==> config.mk <==
export PLATFORM = sky130hd
export DESIGN_NAME = tisr_status_regs
export DESIGN_NICKNAME = d
export VERILOG_FILES = /design/src/hw/tisr_pkg.sv /design/src/hw/tisr_flag_cell.sv /design/src/hw/tisr_status_regs.sv
export VERILOG_INCLUDE_DIRS = /design/src /design/src/hw
export SDC_FILE = /design/constraint.sdc
export NUM_CORES = 1
export LEC_CHECK = 0
export ABC_AREA = 1
export BUFFER_PORTS_ARGS = -buffer_cell sky130_fd_sc_hd__clkbuf_2
export CORE_MARGIN = 5
export CORE_UTILIZATION = 60
export CTS_CLUSTER_DIAMETER = 60
export DETAILED_ROUTE_END_ITERATION = 8
export HOLD_SLACK_MARGIN = 0.1
export PLACE_DENSITY = 0.78
export SLEW_MARGIN = 10
export SYNTH_ARGS = -nofsm -noshare
export SYNTH_HDL_FRONTEND = slang
export SYNTH_SLANG_ARGS = --single-unit
==> constraint.sdc <==
create_clock -name CLK -period 1.8 [get_ports CLK]
set_input_delay 0.54 -clock CLK [delete_from_list [all_inputs] [get_ports CLK]]
set_output_delay 0.54 -clock CLK [all_outputs]
set_load 0.01 [all_outputs]
==> src/hw/tisr_params.svh <==
// offsets, field positions, reset values and timing counts of the status register group
// Notes on behaviour
// - temperature reading is 8-bit two's complement, zero meaning 23 degrees Celsius.
// - each status flag sets when its interrupt engine fires its trigger.
// - latch-mode setting picks permanent, temporary or no latching for every flag.
// - motion flags: flat bit 7, orientation 6, single tap 5, double tap 4.
// - motion flags: no-motion bit 3, slope 2, high-g 1, low-g 0.
// - data-ready bit 7, watermark 6, FIFO full 5, bits 4 to 0 reserved.
// - axis-source bit 7 holds last tap sign, 0 positive, 1 negative.
// - axis-source bits 6, 5, 4 mark z, y, x as tap trigger axis.
// - axis-source bit 3 holds slope trigger sign, 0 positive, 1 negative.
// - axis-source bits 2, 1, 0 mark z, y, x as slope trigger axis.
`ifndef TISR_PARAMS_SVH
`define TISR_PARAMS_SVH

// register offsets
`define TISR_OFS_HEAT        8'h08
`define TISR_OFS_MOTION      8'h09
`define TISR_OFS_DATA_FIFO   8'h0A
`define TISR_OFS_AXIS        8'h0B

// motion_event_flags field positions
`define TISR_BIT_FLAT        7
`define TISR_BIT_ORIENT      6
`define TISR_BIT_S_TAP       5
`define TISR_BIT_D_TAP       4
`define TISR_BIT_NO_MOT      3
`define TISR_BIT_SLOPE       2
`define TISR_BIT_HIGH_G      1
`define TISR_BIT_LOW_G       0

// data_fifo_event_flags field positions
`define TISR_BIT_DATA_RDY    7
`define TISR_BIT_QUEUE_THR   6
`define TISR_BIT_FIFO_FULL   5

// event_axis_source field positions
`define TISR_BIT_TAP_SIGN    7
`define TISR_BIT_TAP_AXIS    4
`define TISR_BIT_SLOPE_SIGN  3
`define TISR_BIT_SLOPE_AXIS  0

// latch-mode codes that are not temporary
`define TISR_LATCH_NONE      4'h0
`define TISR_LATCH_PERM_A    4'h7
`define TISR_LATCH_PERM_B    4'hF

// reset and unmapped read values
`define TISR_RST_BYTE        8'h00
`define TISR_UNMAPPED_BYTE   8'h00

// temporary latch hold time and its cycle count at 125 MHz
`define TISR_CLK_PERIOD_NS   8
`define TISR_TEMP_HOLD_NS    2000
`define TISR_TEMP_HOLD_CYC   ((`TISR_TEMP_HOLD_NS + `TISR_CLK_PERIOD_NS - 1) / `TISR_CLK_PERIOD_NS)

`endif

==> src/hw/tisr_pkg.sv <==
// types shared by the status register group
package tisr_pkg;
  typedef enum logic [1:0] {
    TISR_LM_NONE,
    TISR_LM_TEMP,
    TISR_LM_PERM
  } tisr_latch_t;
endpackage

==> src/hw/tisr_flag_cell.sv <==
// one interrupt status flag with its latching behaviour
`include "tisr_params.svh"
module tisr_flag_cell
  import tisr_pkg::*;
#(
  parameter int HOLD_W = 8,
  parameter int HOLD   = 250
) (
  // clock and reset
  input  wire logic        clk,
  input  wire logic        rst,
  // control
  input  wire tisr_latch_t mode,
  input  wire logic        clr,
  // engine trigger
  input  wire logic        trig,
  // status
  output logic             flag
);

  // refuse a hold count that the counter cannot carry
  if (HOLD_W < 1 || HOLD_W > 30 || HOLD < 1 || HOLD >= (1 << HOLD_W)) begin : g_bad_hold
    $error("tisr_flag_cell: HOLD does not fit HOLD_W");
  end

  logic              flag_q;
  logic              flag_d;
  logic [HOLD_W-1:0] cnt_q;
  logic [HOLD_W-1:0] cnt_d;

  // next flag and hold count; a trigger always beats a clear
  always_comb begin
    flag_d = flag_q;
    cnt_d  = cnt_q;
    case (mode)
      TISR_LM_NONE: begin
        flag_d = trig;
        cnt_d  = '0;
      end
      TISR_LM_PERM: begin
        flag_d = trig | (flag_q & ~clr);
        cnt_d  = '0;
      end
      TISR_LM_TEMP: begin
        if (trig) begin
          flag_d = 1'b1;
          cnt_d  = HOLD_W'(HOLD);
        end else begin
          flag_d = flag_q & ~clr & (cnt_q > HOLD_W'(1));   // no count left: drop
          cnt_d  = (clr || cnt_q == '0) ? '0 : cnt_q - HOLD_W'(1);
        end
      end
      default: begin
        flag_d = trig;
        cnt_d  = '0;
      end
    endcase
  end

  // flag state registers
  always_ff @(posedge clk) begin
    if (rst) begin
      flag_q <= 1'b0;
      cnt_q  <= '0;
    end else begin
      flag_q <= flag_d;
      cnt_q  <= cnt_d;
    end
  end

  assign flag = flag_q;

endmodule // tisr_flag_cell

==> src/hw/tisr_status_regs.sv <==
// temperature reading and interrupt status registers with read port
`include "tisr_params.svh"
module tisr_status_regs
  import tisr_pkg::*;
#(
  parameter int HOLD_CYC = `TISR_TEMP_HOLD_CYC,
  parameter int HOLD_W   = 16
) (
  // clock and reset
  input  wire logic       CLK,
  input  wire logic       SYS_RST,
  // register read port from the serial interface
  input  wire logic       RD_EN,
  input  wire logic [7:0] RD_ADDR,
  output logic      [7:0] RD_DATA,
  output logic            RD_VALID,
  // latch control
  input  wire logic [3:0] LATCH_MODE,
  input  wire logic       LATCH_CLR,
  // temperature sensor
  input  wire logic [7:0] CHIP_HEAT_IN,
  // motion engine triggers
  input  wire logic       FLAT_TRIG,
  input  wire logic       ORIENT_TRIG,
  input  wire logic       S_TAP_TRIG,
  input  wire logic       D_TAP_TRIG,
  input  wire logic       NO_MOT_TRIG,
  input  wire logic       SLOPE_TRIG,
  input  wire logic       HIGH_G_TRIG,
  input  wire logic       LOW_G_TRIG,
  // data and FIFO engine triggers
  input  wire logic       DATA_RDY_TRIG,
  input  wire logic       QUEUE_THRESHOLD_TRIG,
  input  wire logic       FIFO_FULL_TRIG,
  // trigger axis and sign reported by the tap and slope engines
  input  wire logic       TAP_SIGN,
  input  wire logic [2:0] TAP_AXIS,
  input  wire logic       SLOPE_SIGN,
  input  wire logic [2:0] SLOPE_AXIS
);

  // refuse a hold time that the flag counters cannot carry
  if (HOLD_W < 1 || HOLD_W > 30 ||
      HOLD_CYC < 1 || HOLD_CYC >= (1 << HOLD_W)) begin : g_bad_hold
    $error("tisr_status_regs: HOLD_CYC does not fit HOLD_W");
  end

  localparam int NFLAG = 11;

  tisr_latch_t      mode;
  logic [NFLAG-1:0] trig_vec;
  logic [NFLAG-1:0] flag_vec;
  logic [7:0]       motion_byte;
  logic [7:0]       data_fifo_byte;
  logic [7:0]       heat_q;
  logic [7:0]       heat_d;
  logic [7:0]       axis_q;
  logic [7:0]       axis_d;
  logic [7:0]       rd_data_q;
  logic [7:0]       rd_data_d;
  logic             rd_valid_q;
  logic             rd_valid_d;

  // decode the 4-bit latch setting into a latching style
  always_comb begin
    case (LATCH_MODE)
      `TISR_LATCH_NONE:   mode = TISR_LM_NONE;
      `TISR_LATCH_PERM_A: mode = TISR_LM_PERM;
      `TISR_LATCH_PERM_B: mode = TISR_LM_PERM;
      default:            mode = TISR_LM_TEMP;
    endcase
  end

  // trigger vector: motion flags in low eight, data/FIFO flags above
  assign trig_vec = {FIFO_FULL_TRIG, QUEUE_THRESHOLD_TRIG, DATA_RDY_TRIG,
                     FLAT_TRIG, ORIENT_TRIG, S_TAP_TRIG, D_TAP_TRIG,
                     NO_MOT_TRIG, SLOPE_TRIG, HIGH_G_TRIG, LOW_G_TRIG};

  // one latching flag per interrupt engine
  genvar gi;
  generate
    for (gi = 0; gi < NFLAG; gi++) begin : g_flag
      tisr_flag_cell #(
        .HOLD_W (HOLD_W),
        .HOLD   (HOLD_CYC)
      ) u_cell (
        .clk  (CLK),
        .rst  (SYS_RST),
        .mode (mode),
        .clr  (LATCH_CLR),
        .trig (trig_vec[gi]),
        .flag (flag_vec[gi])
      );
    end
  endgenerate

  // motion flags placed at their register bit positions
  always_comb begin
    motion_byte                   = 8'h00;
    motion_byte[`TISR_BIT_FLAT]   = flag_vec[7];
    motion_byte[`TISR_BIT_ORIENT] = flag_vec[6];
    motion_byte[`TISR_BIT_S_TAP]  = flag_vec[5];
    motion_byte[`TISR_BIT_D_TAP]  = flag_vec[4];
    motion_byte[`TISR_BIT_NO_MOT] = flag_vec[3];
    motion_byte[`TISR_BIT_SLOPE]  = flag_vec[2];
    motion_byte[`TISR_BIT_HIGH_G] = flag_vec[1];
    motion_byte[`TISR_BIT_LOW_G]  = flag_vec[0];
  end

  // data/FIFO flags; reserved low bits read as zero
  always_comb begin
    data_fifo_byte                      = 8'h00;
    data_fifo_byte[`TISR_BIT_DATA_RDY]  = flag_vec[8];
    data_fifo_byte[`TISR_BIT_QUEUE_THR] = flag_vec[9];
    data_fifo_byte[`TISR_BIT_FIFO_FULL] = flag_vec[10];
  end

  // temperature sample and axis capture on tap and slope events
  always_comb begin
    heat_d = CHIP_HEAT_IN;
    axis_d = axis_q;
    if (S_TAP_TRIG || D_TAP_TRIG) begin
      axis_d[`TISR_BIT_TAP_SIGN]                      = TAP_SIGN;
      axis_d[`TISR_BIT_TAP_AXIS+2:`TISR_BIT_TAP_AXIS] = TAP_AXIS;
    end
    if (SLOPE_TRIG) begin
      axis_d[`TISR_BIT_SLOPE_SIGN]                        = SLOPE_SIGN;
      axis_d[`TISR_BIT_SLOPE_AXIS+2:`TISR_BIT_SLOPE_AXIS] = SLOPE_AXIS;
    end
  end

  // read decode; unmapped addresses answer zero
  always_comb begin
    rd_valid_d = RD_EN;
    rd_data_d  = rd_data_q;
    if (RD_EN) begin
      case (RD_ADDR)
        `TISR_OFS_HEAT:      rd_data_d = heat_q;
        `TISR_OFS_MOTION:    rd_data_d = motion_byte;
        `TISR_OFS_DATA_FIFO: rd_data_d = data_fifo_byte;
        `TISR_OFS_AXIS:      rd_data_d = axis_q;
        default:             rd_data_d = `TISR_UNMAPPED_BYTE;
      endcase
    end
  end

  // register stage
  always_ff @(posedge CLK) begin
    if (SYS_RST) begin
      heat_q     <= `TISR_RST_BYTE;
      axis_q     <= `TISR_RST_BYTE;
      rd_data_q  <= `TISR_RST_BYTE;
      rd_valid_q <= 1'b0;
    end else begin
      heat_q     <= heat_d;
      axis_q     <= axis_d;
      rd_data_q  <= rd_data_d;
      rd_valid_q <= rd_valid_d;
    end
  end

  assign RD_DATA  = rd_data_q;
  assign RD_VALID = rd_valid_q;

endmodule // tisr_status_regs

==> impl_metrics.py, run 1 <==
metrics = {
    "synthesis": {
        "synth_nets": 1415,
        "synth_common_cells": "nor2_1, nand2_1, dfxtp_1",
        "synthFlopType": "dfxtp_1",
        "synthDistinctLibCells": 45,
        "syn_area_per_cell_um2": 7.58,
        "ys_warn_count": 0,
        "yosys_register_bits": 212,
        "synthArstFlopShare_pct": 0,
        "synth_most_common_cell": "nor2_1",
        "synth_area_um2": 10200,
        "synth-edff-count": 0,
        "synth_top_area_share_pct": 41.5,
        "synth-seq-area-share_pct": 41.5,
        "syn_inst": 1349,
        "synthTopCellsByArea": "dfxtp_1, nor2_1, nand2_1",
        "synth_top_cell_by_area": "dfxtp_1",
    },
    "global_route": {
        "grt_pass1_wl_um": 36100,
        "grt_usage_pct": 21.1,
        "grt_pass1_vias": 8113,
        "antenna_found_initial": 0,
        "overflow": 0,
        "grt_max_degree": 37,
    },
    "placement": {
        "gp_congestion": 0.835,
        "dpl.hpwl_um": 15000,
        "post-place-cells": 1619,
        "io_buffers": 51,
    },
    "critical_path": {
        "cp.required_ns": 2.22,
        "worstSetupStartpointType": "flop",
        "crit_type": "flop to flop",
        "worstSetupEndpointType": "flop",
        "crit_fanout": 10,
        "cp.arrival_ns": 2.08,
    },
    "clocking": {
        "cts_num_sinks": 212,
        "htree_levels": 1,
        "hold_buffers": 0,
        "clk_pin_slew_ns": 0.06,
        "cts_setup_buffers": 0,
        "cts-resized-gates": 0,
        "clkLatencyLatePin_ns": 0.50,
        "root_buffer": "clkbuf_16",
        "cts_tree": "built",
        "cts_buffer_depth": 3,
        "cts_made_buffers": 23,
    },
    "timing": {
        "min_period_over_period_pct": 92.0,
        "max_slew.worst_pin.slew_ns": 0.492,
        "fmax_mhz": 604,
        "skew_ns": 0.00938,
        "setup-violations-final": 0,
        "hold_viol": 0,
        "slew_viol_final": 0,
        "finalSetupTns_ns": 0,
        "finalCriticalPeriod_ns": 1.66,
        "slew_headroom_pct": 67.2,
        "grt_setup_unrepaired": "no",
    },
    "power": {
        "p_per_area_nw_per_um2": 1030,
        "ir_drop_uv": 920,
        "power.leakage_uw": 0.00504,
    },
    "die": {
        "die_y_um": 141,
        "rows": 47,
        "dieArea_um2": 19800,
        "initial_core_util_pct": 61.5,
        "fp.coreArea_um2": 16600,
        "io_pins": 52,
        "dieWidth_um": 141,
    },
    "detailed_routing": {
        "ant_nets": 0,
        "via_per_inst": 5.15,
        "drtIter0Drc": 432,
        "finalWirelength_um": 20800,
        "drc": 0,
        "route.detailed.wl_per_inst_um": 12.5,
        "vias": 8549,
        "drtPass1Iterations": 6,
    },
    "cells_and_area": {
        "fin_cells": 1660,
        "nNetsFinal": 1490,
        "syn2layout_area_growth_pct": 12.5,
        "utilization_pct": 69.2,
        "drive_above_1_share_pct": 12.9,
        "antennaDiodeCount": 0,
    },
    "run": {
        "drv_cap": 0,
    },
    "status": {
        "status": "finished clean",
    },
    "min_path": {
        "hp-class": "input pin to flop",
    },
}
==> cell type report <==
class / instances / area, um2
clock inverters: 7 / 35.0
fillers: 1375 / 5130
inverters: 134 / 503
flip-flops and latches: 212 / 4240
repair buffers: 64 / 390
clock buffers: 34 / 677
well taps: 220 / 275
multi-input cells: 989 / 5390
==> logic make-up (layout without fill, tap and decap cells) <==
family,Yosys count,count (layout),share of synthesized area [%]
AO/OA/AOI/OAI,170,170,8.61
AND/OR/NAND/NOR,701,701,33.1
flip-flops,212,212,41.5
adder cells (fa/ha/maj),23,23,2.81
buffers and inverters,148,239,5.87
XOR/XNOR,95,95,8.13
==> state kept, by name (all words and copies together) (netlist names) <==
register	count
axis_q	8
heat_q	8
RD_VALID	1
g_flag.u_cell.cnt_q	176
RD_DATA	8
g_flag.u_cell.flag	11
==> path summary, 6_finish.rpt <==
path	startpoint	to	slack (ns)	cells after the start
worst max-delay path	g_flag[1].u_cell.cnt_q[0]	g_flag[1].u_cell.cnt_q[13]	0.14	7
worst min-delay path	CHIP_HEAT_IN[4]	heat_q[4]	0.24	3
worst max register to register	g_flag[1].u_cell.cnt_q[0]	g_flag[1].u_cell.cnt_q[13]	0.14	7
worst min register to register	g_flag[8].u_cell.cnt_q[0]	g_flag[8].u_cell.cnt_q[0]	0.45	1
==> layout by cell type, fill, tap and decap left out, types with 4 or more instances in the layout <==
cell type,Yosys,routed
nor2_1,239,239
nand2_1,229,229
dfxtp_1,212,212
inv_1,130,130
nand3_1,103,103
a21oi_1,86,86
xor2_1,75,75
o21ai_0,72,72
clkbuf_2,0,51
ha_1,23,23
clkbuf_16,0,23
xnor2_1,20,20
nor2_2,17,17
nand4_1,15,15
nor3_1,15,15
or2_2,12,12
nand3_2,11,11
nor2_4,10,10
buf_4,1,10
nand2_2,8,8
nand4_4,7,7
clkinv_2,0,7
clkbuf_8,0,6
or2_0,5,5
nand4_2,5,5
or2_1,5,5
clkbuf_1,5,5
nor3b_2,4,4
and3_1,4,4
o21ai_1,4,4
==> worst max-delay path: stages, from the launching register on <==
cell,delay (ns)
dfxtp_1,0.36
inv_1,0.09
ha_1,0.25
nand2_2,0.14
nor2_4,0.08
a21oi_4,0.28
nand3_4,0.20
a21oi_1,0.17
==> stage by stage <==
stage	cell area (um2)	hold WS (ns)	power, uW	setup WS [ns]
6_report	11500	0.240	11800	0.144
5_1_grt	11500	0.237	12500	0.0290
4_1_cts	11500	0.225	11900	0.139
3_5_place_dp	10800	0.438	7510	0.0531
3_3_place_gp	10800	0.431	7460	0.0957
2_1_floorplan	10200	0.417	7050	0.373
==> layer usage <==
metal	GRT usage [%]	up-vias	part of all wire, %
met5	0	-	0
met4	5.05	0	2.2
met3	3.39	36	4.8
met2	35.8	146	46
met1	28.3	3877	46
li1	-	4490	-
==> where the power goes <==
group	switching [uW]	internal [uW]
clock network	1830	2590
logic	1380	840
registers	226	4990
total	3430	8420
Power figures use the tool's default switching activity.
==> run 2: changes to the inputs <==
- SYNTH_HIERARCHICAL: not set -> 1
- clock period: 1.8 -> 1.66 ns (I/O delays scaled with it)
==> impl_metrics.py, run 2 <==
metrics = {
    "cells_and_area": {
        "nNetsFinal": 1827,
        "fin_cells": 2005,
        "top_register": "g_flag.u_cell/cnt_q",
        "antennaDiodeCount": 0,
        "fillers": 1528,
        "largest_register_ffs": 176,
        "regArea_um2": 4250,
        "multi_input_area_um2": 6440,
        "final_cell_mix": "nand2_1, nor2_1, inv_1, dfxtp_1, a21oi_1",
        "layout_commonest_cell": "nand2_1",
        "syn2layout_area_growth_pct": 16.1,
        "drive_above_1_share_pct": 16.0,
    },
    "synthesis": {
        "synthArstFlopShare_pct": 0,
        "synth-edff-count": 0,
        "synthDistinctLibCells": 30,
        "synth_nets": 1724,
        "synth_top_area_share_pct": 37.2,
        "yosys_register_bits": 212,
        "synth_area_um2": 11400,
        "syn_area_per_cell_um2": 6.93,
        "synth_most_common_cell": "nand2_1",
        "synthFlopType": "dfxtp_1",
        "synthTopCellsByArea": "dfxtp_1, nand2_1, nor2_1",
        "syn_inst": 1648,
        "synth-seq-area-share_pct": 37.2,
        "synth_top_cell_by_area": "dfxtp_1",
        "ys_warn_count": 6,
        "synth_common_cells": "nand2_1, nor2_1, inv_1",
    },
    "critical_path": {
        "regToRegStartpoint": "g_flag[2].u_cell/cnt_q[0]",
        "slowest_stage": "dfxtp_1",
        "crit_family": "compound AO/OA/AOI/OAI gates",
        "path_buf_inv": 1,
        "crit_cells": 7,
        "cp.required_ns": 2.11,
        "rr_worst_depth": 7,
        "crit_fanout": 10,
        "cpMostUsedCell": "nand2_4",
        "ff2ff_setup_slack_ns": 0.09,
        "path_cells": "inv_1, ha_1, nand2_4, nor2_4, a21oi_4, nand2_4, a21oi_1",
        "critPathMaxStageDelay_ns": 0.39,
        "worstSetupStartpointType": "flop",
        "worstSetupEndpointType": "flop",
        "critPathCapture": "g_flag[2].u_cell/cnt_q[14]",
        "r2r_end": "g_flag[2].u_cell/cnt_q[14]",
        "crit_start": "g_flag[2].u_cell/cnt_q[0]",
        "crit_type": "flop to flop",
        "cp.arrival_ns": 2.02,
    },
    "status": {
        "status": "finished clean",
    },
    "die": {
        "rows": 50,
        "dieArea_um2": 21900,
        "io_pins": 52,
        "dieWidth_um": 148,
        "die_y_um": 148,
        "fp.coreArea_um2": 18700,
        "initial_core_util_pct": 61.0,
    },
    "detailed_routing": {
        "ant_nets": 0,
        "drtPass1Iterations": 8,
        "vias": 10408,
        "route.detailed.wl_per_inst_um": 12.9,
        "via_per_inst": 5.19,
        "drtIter0Drc": 474,
        "finalWirelength_um": 25800,
        "drc": 0,
    },
    "timing": {
        "hold_ws_ns": 0.190,
        "skew_ns": 0.00587,
        "fmax_mhz": 636,
        "min_period_over_period_pct": 94.8,
        "max_slew.worst_pin.slew_ns": 0.498,
        "slew_viol_final": 0,
        "hold_viol": 0,
        "grt_setup_unrepaired": "no",
        "slew_headroom_pct": 66.5,
        "finalCriticalPeriod_ns": 1.57,
        "setup-violations-final": 0,
    },
    "global_route": {
        "grt_max_degree": 28,
        "overflow": 0,
        "grt_pass1_vias": 9782,
        "grt_usage_pct": 23.3,
        "antenna_found_initial": 0,
        "grt_pass1_wl_um": 43600,
    },
    "min_path": {
        "hp-class": "input pin to flop",
    },
    "power": {
        "power_frac_comb_pct": 21.6,
        "p_clk_share_pct": 39.7,
        "p_int_uw": 10000,
        "p_per_area_nw_per_um2": 1090,
        "ir_drop_uv": 937,
        "power.leakage_uw": 0.00625,
        "switching_share_pct": 30.6,
        "p_sw_uw": 4410,
        "seqPwrFrac_pct": 38.7,
    },
    "clocking": {
        "cts_buffer_depth": 3,
        "cts_tree": "built",
        "cts_num_sinks": 212,
        "hold_buffers": 0,
        "clk_pin_slew_ns": 0.06,
        "root_buffer": "clkbuf_16",
        "cts_made_buffers": 26,
        "clkLatencyLatePin_ns": 0.52,
        "htree_levels": 1,
    },
    "run": {
        "drv_cap": 0,
    },
    "placement": {
        "io_buffers": 51,
        "post-place-cells": 1955,
        "dpl.hpwl_um": 18900,
        "gp_congestion": 0.866,
    },
}
run 2: cell types whose count changed in the layout (fill, tap and decap cells not counted), sizes merged, moves of 10 or more:
cell / previous run / this run
o211ai: 1 / 11
o21ai: 76 / 25
nand4: 27 / 11
nor2: 267 / 313
ha: 23 / 33
nand2: 237 / 417
buf: 13 / 30
nor3: 18 / 44
a21oi: 88 / 148
inv: 132 / 228
xnor2: 20 / 0
run 2: area by class of cell:
type / count / area share, %
clock buffer: 35 / 5.47
clock inverter: 13 / 1.16
tap: 234 / 2.21
inverter: 229 / 6.51
sequential: 212 / 32.0
timing repair buffer: 81 / 4.00
multi-input combinational: 1201 / 48.6
run 2: cell families after synthesis:
group,share of synthesized area (%)
adders and majority gates,3.62
AOI/OAI and AO/OA,9.56
buffers and inverters,7.90
xor gates and xnor gates,5.06
DFF,37.2
and+or+nand+nor,36.7
run 2: what timing repair did:
item                       in CTS  in global routing
gates resized for setup         0                  3
setup buffers                   0                  2
setup endpoints to repair       0                 34
run 2: worst min-delay path by stage:
stage	start	endpoint	slack, ns	cells past startpoint
floorplan	g_flag[0].u_cell/cnt_q[0]	g_flag[0].u_cell/cnt_q[0]	0.43	1
global placement	g_flag[10].u_cell/cnt_q[0]	g_flag[10].u_cell/cnt_q[0]	0.44	1
detailed placement	axis_q[0]	axis_q[0]	0.45	2
CTS	CHIP_HEAT_IN[3]	heat_q[3]	0.18	3
global route	CHIP_HEAT_IN[1]	heat_q[1]	0.18	3
finish	CHIP_HEAT_IN[1]	heat_q[1]	0.19	3
run 2: worst min-delay path, stage by stage:
cell      delay, ns
clkbuf_2       0.08
inv_1          0.05
nor2_1         0.04
run 2: power groups by stage:
| stage | logic (uW) | registers [uW] | clock network [uW] |
|---|---|---|---|
| floorplan | 2410 | 5630 | 0 |
| CTS | 3100 | 5570 | 5830 |
| global route | 3520 | 5610 | 6070 |
| detailed placement | 3060 | 5680 | 0 |
| finish | 3110 | 5580 | 5730 |
| global placement | 2980 | 5670 | 0 |
run 2: layer usage:
metal | track usage [%] | part of all wire [%] | vias to the layer above
met1 | 29.0 | 44 | 4766
met4 | 6.97 | 2.5 | 0
met3 | 3.80 | 4.4 | 59
met2 | 41.4 | 49 | 197
met5 | 0 | 0 | -
li1 | - | - | 5386
run 2: through the flow:
stage / power [uW] / setup WS (ns) / utilization [%] / TNS, ns / cell area, um2
final: 14400 / 0.0868 / 70.9 / 0 / 13300
after global routing: 15200 / 0.000703 / 70.9 / 0 / 13300
after CTS: 14500 / 0.0652 / 70.8 / 0 / 13200
after detailed placement: 8740 / -0.336 / 66.1 / -53.65 / 12400
after global placement: 8650 / -0.293 / 66.1 / -47.76 / 12400
after floorplan: 8040 / -0.152 / - / -16.04 / 11600
==> run 3: changes to the inputs <==
- CELL_PAD_IN_SITES_DETAIL_PLACEMENT: not set -> 1
- CELL_PAD_IN_SITES_GLOBAL_PLACEMENT: not set -> 2
- CORE_UTILIZATION: 60 -> 35
- CTS_BUF_LIST: not set -> sky130_fd_sc_hd__clkbuf_16
- PLACE_DENSITY: 0.78 -> not set
- PLACE_DENSITY_LB_ADDON: not set -> 0.1
- clock period: 1.66 -> 1.62 ns (I/O delays scaled with it)
==> impl_metrics.py, run 3 (synthesized netlist as in run 2, its figures left out) <==
metrics = {
    "power": {
        "p_per_area_nw_per_um2": 1080,
        "power_uw": 14900,
        "power.leakage_uw": 0.00648,
        "ir_drop_uv": 737,
    },
    "detailed_routing": {
        "ant_nets": 0,
        "met1Wirelength_um": 14500,
        "via_per_inst": 4.63,
        "drtIter0Drc": 303,
        "dr_wl_met3_um": 848,
        "drtPass1Iterations": 4,
        "routed.top_layer": "met5",
        "vias": 10473,
        "finalWirelength_um": 31100,
        "drc": 0,
        "route.detailed.wl_per_inst_um": 13.8,
        "met2_length_um": 15300,
    },
    "run": {
        "drv_cap": 0,
    },
    "die": {
        "die_y_um": 191,
        "initial_core_util_pct": 35.3,
        "fp.coreArea_um2": 32400,
        "dieArea_um2": 36300,
        "rows": 66,
        "io_pins": 52,
        "dieWidth_um": 191,
    },
    "global_route": {
        "grt_max_degree": 31,
        "grt_pass1_wl_um": 52300,
        "antenna_found_initial": 2,
        "grt_usage_pct": 17.1,
        "grt_pass1_vias": 11017,
        "overflow": 0,
    },
    "timing": {
        "finalSetupTns_ns": 0,
        "setup-violations-final": 0,
        "hold_viol": 0,
        "timing.final.ws_setup_ns": 0.0575,
        "skew_ns": 0.0142,
        "min_period_over_period_pct": 96.5,
        "finalCriticalPeriod_ns": 1.56,
        "slew_viol_final": 0,
        "max_slew.worst_pin.slew_ns": 0.580,
        "slew_headroom_pct": 61.0,
        "fmax_mhz": 640,
        "grt_setup_unrepaired": "no",
    },
    "cells_and_area": {
        "layout_commonest_cell": "nand2_1",
        "largest_register_ffs": 176,
        "nNetsFinal": 1871,
        "fillers": 4165,
        "antennaDiodeCount": 0,
        "drive_above_1_share_pct": 17.7,
        "final_cell_mix": "nand2_1, nor2_1, inv_1, dfxtp_1, a21oi_1",
        "top_register": "g_flag.u_cell/cnt_q",
        "syn2layout_area_growth_pct": 21.2,
    },
    "clocking": {
        "cts_num_sinks": 212,
        "clkLatencyLatePin_ns": 0.54,
        "cts_buffer_depth": 3,
        "htree_levels": 1,
        "root_buffer": "clkbuf_16",
        "clk_pin_slew_ns": 0.06,
        "hold_buffers": 0,
        "cts_made_buffers": 31,
        "cts_tree": "built",
    },
    "critical_path": {
        "critPathMaxStageDelay_ns": 0.38,
        "worstSetupEndpointType": "output pin",
        "crit_family": "flip-flops",
        "crit_type": "flop to output pin",
        "cp.arrival_ns": 1.08,
        "slowest_stage": "dfxtp_1",
        "cp.required_ns": 1.13,
        "crit_fanout": 2,
        "worstSetupStartpointType": "flop",
        "path_cells": "clkbuf_2",
        "path_buf_inv": 1,
    },
    "placement": {
        "dp_worst_setup_slack_ns": -0.381,
        "io_buffers": 51,
        "gp_congestion": 0.802,
        "dpl.hpwl_um": 23500,
    },
    "status": {
        "status": "finished clean",
    },
    "min_path": {
        "hp-class": "input pin to flop",
    },
}
==> run 3: final timing paths <==
path	slack, ns	start	end	depth (start not counted)
max	0.06	RD_DATA[2]	RD_DATA[2]	1
min	0.17	CHIP_HEAT_IN[7]	heat_q[7]	3
max reg2reg	0.11	g_flag[4].u_cell/cnt_q[0]	g_flag[4].u_cell/cnt_q[1]	8
min reg2reg	0.46	g_flag[4].u_cell/cnt_q[0]	g_flag[4].u_cell/cnt_q[0]	1
==> run 3: layout make-up <==
cell class | instances | area, um2 | share of cell area, %
Clock inverter | 25 | 109 | 0.787
Timing Repair Buffer | 120 | 836 | 6.04
Sequential cell | 212 | 4250 | 30.7
Multi-Input combinational cell | 1201 | 6440 | 46.6
Inverter | 229 | 863 | 6.24
Tap cell | 442 | 553 | 4.00
Clock buffer | 31 | 776 | 5.61
==> run 3: stage by stage <==
stage                     cell area, um2  cells  utilization [%]  hold slack (ns)
after floorplan                    11600   1648                -            0.429
after global placement             12900   2200             39.9            0.447
after detailed placement           12900   2200             39.9            0.458
after CTS                          13800   2256             42.6            0.135
after global routing               13800   2260             42.7            0.160
final                              13800   2260             42.7            0.168
==> run 3: repair_timing <==
item | CTS | global route
gates resized for setup | 4 | 2
pin swaps | 0 | 6
buffers inserted | 0 | 4
setup endpoints to repair | 4 | 34
==> run 3: power breakdown <==
part           internal [uW]  leakage (uW)  total (uW)  switching (uW)
combinational           1260       0.00427        3400            2140
clock                   3420      0.000472        5830            2410
sequential              5500       0.00174        5720             223
==> run 3: per-layer routing <==
metal	vias to the layer above	global-route usage (%)
met3	35	2.67
li1	5463	-
met1	4900	21.8
met4	4	2.98
met5	-	0
met2	71	31.0
